--- config.mk ---
export PLATFORM = sky130hd
export DESIGN_NAME = mpf_ctrl
export DESIGN_NICKNAME = d
export VERILOG_FILES = /design/src/hdl/mpf_pkg.sv /design/src/hdl/mpf_ctrl.sv
export SDC_FILE = /design/constraint.sdc
export NUM_CORES = 1
export LEC_CHECK = 0
export BUFFER_PORTS_ARGS = -buffer_cell sky130_fd_sc_hd__buf_2
export CORE_MARGIN = 3
export CORE_UTILIZATION = 40
export DETAILED_ROUTE_END_ITERATION = 7
export PLACE_DENSITY = 0.65
export SLEW_MARGIN = 5
export SYNTH_ARGS = -nofsm -noshare
export SYNTH_HDL_FRONTEND = slang
export SYNTH_SLANG_ARGS = --single-unit
--- constraint.sdc ---
create_clock -name core_clk -period 4.2 [get_ports core_clk]
set_clock_uncertainty 0.05 [all_clocks]
set_input_delay 0.42 -clock core_clk [delete_from_list [all_inputs] [get_ports core_clk]]
set_output_delay 0.42 -clock core_clk [all_outputs]
set_load 0.05 [all_outputs]
--- src/hdl/mpf_pkg.sv ---
// package for the power/flow control and bus performance counter bank
// =====================================
// How it works
// - eeprom power-mgmt bit zero clears capability pointer
// - power-mgmt bit mirrored to new-capabilities flag
// - power mode wakes on pattern, unicast, multicast
// - writing wake-lan bit one enters sleep
// - sleep held until wake, clear or reset
// - wake-lan mode accepts pattern wake frame only
// - pointer reset bit resets wake pattern pointer
// - pause default from auto-negotiation, software may overwrite
// - pause bit enables or disables pause flow control
// - threshold enable zero forces 64-byte threshold
// - underrun recover bit enables automatic recovery
// - clock count counts master read clocks
// - clock count accumulates between counter reads
// - dword count accumulates between counter reads
package mpf_pkg;
  // =====================================
  // register map
  localparam logic [3:0] MPF_OFF_CTRL = 4'h0;
  localparam logic [3:0] MPF_OFF_PERF = 4'h4;
  localparam logic [3:0] MPF_OFF_STAT = 4'h8;
  localparam logic [3:0] MPF_OFF_MASK = 4'hc;
  // =====================================
  // control field positions
  localparam int MPF_B_PM = 19;
  localparam int MPF_B_WOL = 18;
  localparam int MPF_B_RWP = 6;
  localparam int MPF_B_PAUSE = 5;
  localparam int MPF_B_RTE = 4;
  localparam int MPF_B_DRT_LO = 2;
  localparam int MPF_B_SOFT_IRQ_REQUEST = 1;
  localparam int MPF_B_AUTO_TX_UNDERRUN_RECOVER = 0;
  localparam int MPF_B_NC = 20;
  localparam logic [1:0] MPF_DRT_RST = 2'h1;
  localparam logic [7:0] MPF_CAP_PTR_PM = 8'h50;
  // =====================================
  // status bits
  localparam int MPF_S_WAKE = 0;
  localparam int MPF_S_CLK_OVF = 1;
  localparam int MPF_S_DW_OVF = 2;
  localparam int MPF_NSTAT = 3;

  typedef enum logic [1:0] {
    MPF_THR_32 = 2'b00,
    MPF_THR_64 = 2'b01,
    MPF_THR_SF = 2'b10,
    MPF_THR_RSV = 2'b11
  } mpf_thr_type;

  typedef enum logic [1:0] {
    MPF_AWAKE = 2'b00,
    MPF_SLEEP = 2'b01
  } mpf_pwr_type;

  typedef struct packed {
    logic [3:0] addr;
    logic [31:0] wdata;
    logic wr;
    logic rd;
  } mpf_bus_type;

  typedef struct packed {
    logic magic;
    logic unicast;
    logic multicast;
  } mpf_wake_type;
endpackage : mpf_pkg

--- src/hdl/mpf_ctrl.sv ---
// power/flow control register and bus-master performance counter
//
// The implementer's own choices: the plain strobed port and the register offsets.
`timescale 1ns/100ps
module mpf_ctrl
  import mpf_pkg::*;
(
  input wire logic core_clk,
  input wire logic arst_n,
  input wire mpf_bus_type bus,
  output logic [31:0] rdata,
  input wire logic eeprom_load,
  input wire logic eeprom_pm,
  input wire logic eeprom_wol,
  input wire logic aneg_done,
  input wire logic aneg_pause,
  input wire mpf_wake_type wake_frame,
  input wire logic mst_rd_busy,
  input wire logic mst_dword,
  output logic [7:0] cap_ptr,
  output logic new_caps,
  output logic sleep_state,
  output logic wake_event,
  output logic pattern_ptr_reset,
  output logic pause_enable,
  output mpf_thr_type rx_threshold,
  output logic auto_tx_underrun_recover,
  output logic soft_irq_request,
  output logic irq
);
  // =====================================
  // control register state
  logic pwr_mgmt_cap_enable_r;
  logic wake_lan_sleep_enable_r;
  logic wake_pattern_ptr_reset_r;
  logic pause_r;
  logic pause_sw_r;
  logic rx_threshold_enable_r;
  logic [1:0] rx_drain_threshold_r;
  logic soft_irq_r;
  logic auto_tx_underrun_recover_r;
  mpf_pwr_type pwr_r;
  mpf_pwr_type pwr_nxt;
  logic [15:0] read_clock_count_r;
  logic [7:0] dword_transfer_count_r;
  logic [MPF_NSTAT-1:0] stat_r;
  logic [MPF_NSTAT-1:0] mask_r;
  logic [31:0] rdata_r;
  logic [7:0] cap_ptr_r;
  logic new_caps_r;
  logic wake_r;
  mpf_thr_type thr_r;
  logic irq_r;
  logic sleep_r;

  // =====================================
  // decode
  wire wr_ctrl = bus.wr && bus.addr == MPF_OFF_CTRL;
  wire wr_mask = bus.wr && bus.addr == MPF_OFF_MASK;
  wire rd_perf = bus.rd && bus.addr == MPF_OFF_PERF;
  wire rd_stat = bus.rd && bus.addr == MPF_OFF_STAT;

  // in sleep only the pattern frame counts; awake, all three do when power management is enabled
  wire wake_hit = (pwr_r == MPF_SLEEP) ? wake_frame.magic
                : pwr_mgmt_cap_enable_r && (wake_frame.magic || wake_frame.unicast
                  || wake_frame.multicast);

  wire wol_next = wr_ctrl ? bus.wdata[MPF_B_WOL] : wake_lan_sleep_enable_r;

  always_comb begin
    pwr_nxt = pwr_r;
    unique case (pwr_r)
      MPF_AWAKE: if (wr_ctrl && bus.wdata[MPF_B_WOL]) pwr_nxt = MPF_SLEEP;
      MPF_SLEEP: if (wake_hit || !wol_next) pwr_nxt = MPF_AWAKE;
      default: pwr_nxt = MPF_AWAKE;
    endcase
  end

  wire [31:0] ctrl_view = {12'h000, pwr_mgmt_cap_enable_r, wake_lan_sleep_enable_r, 11'h000,
    wake_pattern_ptr_reset_r, pause_r, rx_threshold_enable_r, rx_drain_threshold_r,
    soft_irq_r, auto_tx_underrun_recover_r};
  wire [31:0] perf_view = {read_clock_count_r, 8'h00, dword_transfer_count_r};

  // fixed 64 bytes unless threshold selection is enabled
  wire mpf_thr_type thr_sel = rx_threshold_enable_r ? mpf_thr_type'(rx_drain_threshold_r)
                                                    : MPF_THR_64;

  wire clk_ovf = mst_rd_busy && &read_clock_count_r && !rd_perf;
  wire dw_ovf = mst_dword && &dword_transfer_count_r && !rd_perf;
  wire [MPF_NSTAT-1:0] ev = {dw_ovf, clk_ovf, wake_hit && pwr_r == MPF_SLEEP};

  wire [31:0] rd_mux = (bus.addr == MPF_OFF_CTRL) ? ctrl_view
                     : (bus.addr == MPF_OFF_PERF) ? perf_view
                     : (bus.addr == MPF_OFF_STAT) ? {29'h0, stat_r}
                     : (bus.addr == MPF_OFF_MASK) ? {29'h0, mask_r}
                     : 32'h0;

  // =====================================
  // control register
  always_ff @(posedge core_clk or negedge arst_n) begin
    if (!arst_n) begin
      pwr_mgmt_cap_enable_r <= 1'b0;
      wake_lan_sleep_enable_r <= 1'b0;
      wake_pattern_ptr_reset_r <= 1'b0;
      rx_threshold_enable_r <= 1'b0;
      rx_drain_threshold_r <= MPF_DRT_RST;
      soft_irq_r <= 1'b0;
      auto_tx_underrun_recover_r <= 1'b0;
    end else begin
      if (eeprom_load) begin
        pwr_mgmt_cap_enable_r <= eeprom_pm;
      end
      if (wr_ctrl) begin
        wake_lan_sleep_enable_r <= bus.wdata[MPF_B_WOL];
        wake_pattern_ptr_reset_r <= bus.wdata[MPF_B_RWP];
        rx_threshold_enable_r <= bus.wdata[MPF_B_RTE];
        rx_drain_threshold_r <= bus.wdata[MPF_B_DRT_LO +: 2];
        soft_irq_r <= bus.wdata[MPF_B_SOFT_IRQ_REQUEST];
        auto_tx_underrun_recover_r <= bus.wdata[MPF_B_AUTO_TX_UNDERRUN_RECOVER];
      end else if (eeprom_load) begin
        wake_lan_sleep_enable_r <= eeprom_wol;
      end else if (pwr_r == MPF_SLEEP && pwr_nxt == MPF_AWAKE) begin
        wake_lan_sleep_enable_r <= 1'b0;
      end
    end
  end

  // pause follows negotiation until software writes it afterwards
  always_ff @(posedge core_clk or negedge arst_n) begin
    if (!arst_n) begin
      pause_r <= 1'b0;
      pause_sw_r <= 1'b0;
    end else if (wr_ctrl && aneg_done) begin
      pause_r <= bus.wdata[MPF_B_PAUSE];
      pause_sw_r <= 1'b1;
    end else if (!aneg_done) begin
      pause_r <= aneg_pause;
      pause_sw_r <= 1'b0;
    end else if (!pause_sw_r) begin
      pause_r <= aneg_pause;
    end
  end

  // =====================================
  // performance counters, saturating; overflow flagged in status
  always_ff @(posedge core_clk or negedge arst_n) begin
    if (!arst_n) begin
      read_clock_count_r <= 16'h0000;
      dword_transfer_count_r <= 8'h00;
    end else begin
      if (rd_perf) begin
        read_clock_count_r <= {15'h0000, mst_rd_busy};
      end else if (mst_rd_busy && !(&read_clock_count_r)) begin
        read_clock_count_r <= read_clock_count_r + 16'h0001;
      end
      if (rd_perf) begin
        dword_transfer_count_r <= {7'h00, mst_dword};
      end else if (mst_dword && !(&dword_transfer_count_r)) begin
        dword_transfer_count_r <= dword_transfer_count_r + 8'h01;
      end
    end
  end

  // =====================================
  // status, mask, interrupt; a new event wins over the read clear
  always_ff @(posedge core_clk or negedge arst_n) begin
    if (!arst_n) begin
      stat_r <= '0;
      mask_r <= '0;
      irq_r <= 1'b0;
    end else begin
      stat_r <= (rd_stat ? '0 : stat_r) | ev;
      if (wr_mask) mask_r <= bus.wdata[MPF_NSTAT-1:0];
      irq_r <= |(((rd_stat ? '0 : stat_r) | ev) & mask_r) || soft_irq_r;
    end
  end

  // =====================================
  // registered outputs
  always_ff @(posedge core_clk or negedge arst_n) begin
    if (!arst_n) begin
      pwr_r <= MPF_AWAKE;
      rdata_r <= 32'h0;
      cap_ptr_r <= 8'h00;
      new_caps_r <= 1'b0;
      wake_r <= 1'b0;
      thr_r <= MPF_THR_64;
      sleep_r <= 1'b0;
    end else begin
      pwr_r <= pwr_nxt;
      sleep_r <= (pwr_nxt == MPF_SLEEP);
      rdata_r <= bus.rd ? rd_mux : 32'h0;
      cap_ptr_r <= pwr_mgmt_cap_enable_r ? MPF_CAP_PTR_PM : 8'h00;
      new_caps_r <= pwr_mgmt_cap_enable_r;
      wake_r <= wake_hit;
      thr_r <= thr_sel;
    end
  end

  assign rdata = rdata_r;
  assign cap_ptr = cap_ptr_r;
  assign new_caps = new_caps_r;
  assign sleep_state = sleep_r;
  assign wake_event = wake_r;
  assign pattern_ptr_reset = wake_pattern_ptr_reset_r;
  assign pause_enable = pause_r;
  assign rx_threshold = thr_r;
  assign auto_tx_underrun_recover = auto_tx_underrun_recover_r;
  assign soft_irq_request = soft_irq_r;
  assign irq = irq_r;
endmodule : mpf_ctrl

==> flow_summary.json <==
{
  "place_inst": 471,
  "final_cells": 488,
  "worstPathRequired_ps": 4390,
  "async_flop_share_pct": 100,
  "clock-sinks": 72,
  "r2r-end": "read_clock_count_r[10]",
  "status": "finished clean",
  "synth_edf_count": 0,
  "clk_latency_ps": 340,
  "cts_tree": "built",
  "h-tree-depth": 3,
  "cts_root_buffer": "clkbuf_8",
  "layout.area.seq_um2": 1800,
  "hold_depth": 2,
  "cap_viol_max_count": 0,
  "area_growth_syn_to_layout_pct": 15.8,
  "clock.fmax_ghz": 0.491,
  "synth-seq-cells": 72,
  "post_cts_buffers": 0,
  "grt.overflow.total": 0,
  "ys.flop_type": "dfrtp_1",
  "gp_congestion": 0.789,
  "drc": 0,
  "cp.arrival_ps": 2220,
  "synthCells": 315,
  "grt_start_max_net_pins": 30,
  "antenna_cells": 0,
  "finalSetupTns_ps": 0,
  "drt_first_pass_iters": 4,
  "clockBufferDepth": 2,
  "power_density_nw_per_um2": 448,
  "rrSetupSlack_ps": 2160,
  "min-delay-start": "aneg_done",
  "ios": 100,
  "grt_pass1_vias": 2472,
  "die_width_um": 98.5,
  "critical_path_class": "flip-flop to flip-flop",
  "start_util_pct": 41.5,
  "hold_viol": 0,
  "crit_path_end_kind": "flip-flop",
  "hold_slack_ps": 206,
  "slew_headroom_pct": 49.4,
  "grt_pass1_wl_um": 12000,
  "fin_nets": 430,
  "setup_viol": 0,
  "cts_inserted_buffers": 9,
  "core_um2": 8260,
  "dieArea_um2": 9710,
  "drv_slew": 0,
  "cts.reportedPaths.clkPinSlew_ps": 80,
  "ys_types": 52,
  "yosysSeqAreaShare_pct": 52.7,
  "yosys_warnings": 0,
  "rsz0062_at_grt": "no",
  "routedWlPerCell_um": 15.0,
  "ctsResizeCount": 0,
  "r2r_cells": 5,
  "dpl.hpwl_um": 5240,
  "tightest_slew_ps": 754,
  "start_kind": "flip-flop",
  "power_uw": 1780,
  "syn_area_um2": 3420,
  "antenna_found_initial": 0,
  "num_vias": 2607,
  "portBuffers": 61,
  "drt_iter0_drc": 143,
  "period_minus_slack_ps": 2040,
  "via_per_inst": 5.34,
  "globalRouteTotalUtil_pct": 15.3,
  "die_h_um": 98.5,
  "hold_buffers": 1,
  "p_leak_uw": 0.00194,
  "syn_area_per_cell_um2": 10.9,
  "multiInputGateArea_um2": 1460,
  "routed_wirelength_um": 7330,
  "worst-path-max-fanout": 7,
  "peakVddDrop_mv": 0.178,
  "post-route-period-util_pct": 48.5,
  "num_rows": 33,
  "drive_above_1_share_pct": 26.6,
  "hold_class": "primary input to flip-flop",
  "final_core_util_pct": 48.0,
  "ant_nets": 0,
  "whs_endpoint": "pause_enable",
  "r2r-start": "read_clock_count_r[1]",
  "fillerInstances": 782
}
kinds of logic after synthesis:
family	after synthesis	share of synthesized area, %
other cells	1	0.110
xor+xnor	4	1.02
compound gates	69	14.1
fa+ha+maj	2	0.731
mux	18	5.66
flops	72	52.7
simple gates	113	19.4
buf+inv	36	6.32
per-layer routing:
metal  vias up  wire length, µm  GRT usage [%]
li1       1248                -              -
met1      1288             3150           19.6
met2        63             3780           25.9
met3         8              300           2.48
met4         0              104           6.20
met5         -                0              0
critical path: stages, from the launching register on:
cell and delay [ps]:
dfrtp_1 420, ha_1 260, nand3_1 130, nor3_1 640, a31oi_1 180, a211oi_1 250
how the worst max path moves through the flow:
stage                               start                     end  slack (ps)  depth (start not counted)
finish              read_clock_count_r[1]  read_clock_count_r[10]        2160                          5
floorplan                         bus[37]   read_clock_count_r[0]        2410                          5
global placement                  bus[36]                     irq        2080                          6
CTS                 read_clock_count_r[0]  read_clock_count_r[10]        2160                          5
detailed placement                bus[36]                     irq        2060                          6
global route        read_clock_count_r[0]  read_clock_count_r[10]        1960                          5
layout make-up:
cell class | instances | area share [%]
timing repair buffer | 67 | 8.90
clock inverter | 7 | 1.80
clock buffer | 9 | 3.12
tap | 105 | 3.31
inverter | 7 | 0.662
multi-input combinational | 221 | 36.7
sequential | 72 | 45.5
Yosys cell counts, types with 2 or more instances:
library cell | count | area share [%]
a31oi_1 | 5 | 0.91
dfstp_2 | 2 | 1.5
nand4_1 | 9 | 1.6
nor2b_1 | 3 | 0.55
or3_1 | 2 | 0.37
nand3_1 | 9 | 1.3
clkbuf_1 | 3 | 0.33
nor3_1 | 2 | 0.29
nor2_1 | 14 | 1.5
nand2b_1 | 9 | 1.6
a22o_1 | 8 | 2.0
o31ai_1 | 6 | 1.3
nand2_1 | 25 | 2.7
xnor2_1 | 3 | 0.77
a21o_1 | 2 | 0.44
mux2i_1 | 7 | 2.0
a21oi_1 | 12 | 1.8
o211ai_1 | 3 | 0.66
o21ai_0 | 11 | 1.6
ha_1 | 2 | 0.73
a211oi_1 | 6 | 1.3
mux2_2 | 11 | 3.6
and2_1 | 4 | 0.73
dfrtp_1 | 70 | 51
inv_1 | 7 | 0.77
a21boi_0 | 4 | 0.88
or4_1 | 2 | 0.44
and3_1 | 18 | 3.3
a2111o_1 | 2 | 0.66
and4_1 | 6 | 1.5
nand2_2 | 2 | 0.37
buf_4 | 20 | 4.4
o21a_1 | 2 | 0.44
a2111oi_0 | 2 | 0.51
buf_2 | 5 | 0.73
report_power, final:
part / internal (µW) / switching [µW] / leakage, µW / total [µW]
Clock: 274 / 266 / 0.0000916 / 540
Combinational: 122 / 225 / 0.000901 / 347
Sequential: 782 / 107 / 0.000944 / 889
registers in the layout, summed over array words and instances (netlist names):
register                  cells
stat_r                        3
rx_threshold_enable_r         1
pattern_ptr_reset             1
pwr_mgmt_cap_enable_r         1
wake_event                    1
rdata                        24
pwr_r                         2
pause_sw_r                    1
dword_transfer_count_r        8
sleep_state                   1
read_clock_count_r           16
auto_tx_underrun_recover      1
cap_ptr                       1
irq                           1
rx_threshold                  2
wake_lan_sleep_enable_r       1
pause_enable                  1
mask_r                        3
soft_irq_request              1
rx_drain_threshold_r          2
placed cells by master (no fill, tap or decap), drive strengths merged, types with 4 or more instances in the layout:
master	Yosys	final
and3	18	18
a21oi	12	12
a31oi	5	5
and4	6	6
clkbuf	3	9
mux2i	7	7
mux2	11	11
and2	4	4
a21boi	5	5
dfrtp	70	70
inv	7	8
o21ai	11	11
nand2	27	27
nand4	9	9
nor2	14	14
nand2b	9	9
a211oi	6	6
a22o	8	8
conb	1	15
o31ai	6	6
buf	26	66
nand3	10	10
metrics by stage:
stage               worst slack (ps)  instance area [µm²]
finish                          2160                 3970
global route                    1960                 3970
CTS                             2160                 3970
detailed placement              2060                 3760
global placement                2080                 3760
floorplan                       2410                 3480
No activity file was read; power rests on OpenSTA's default activity.
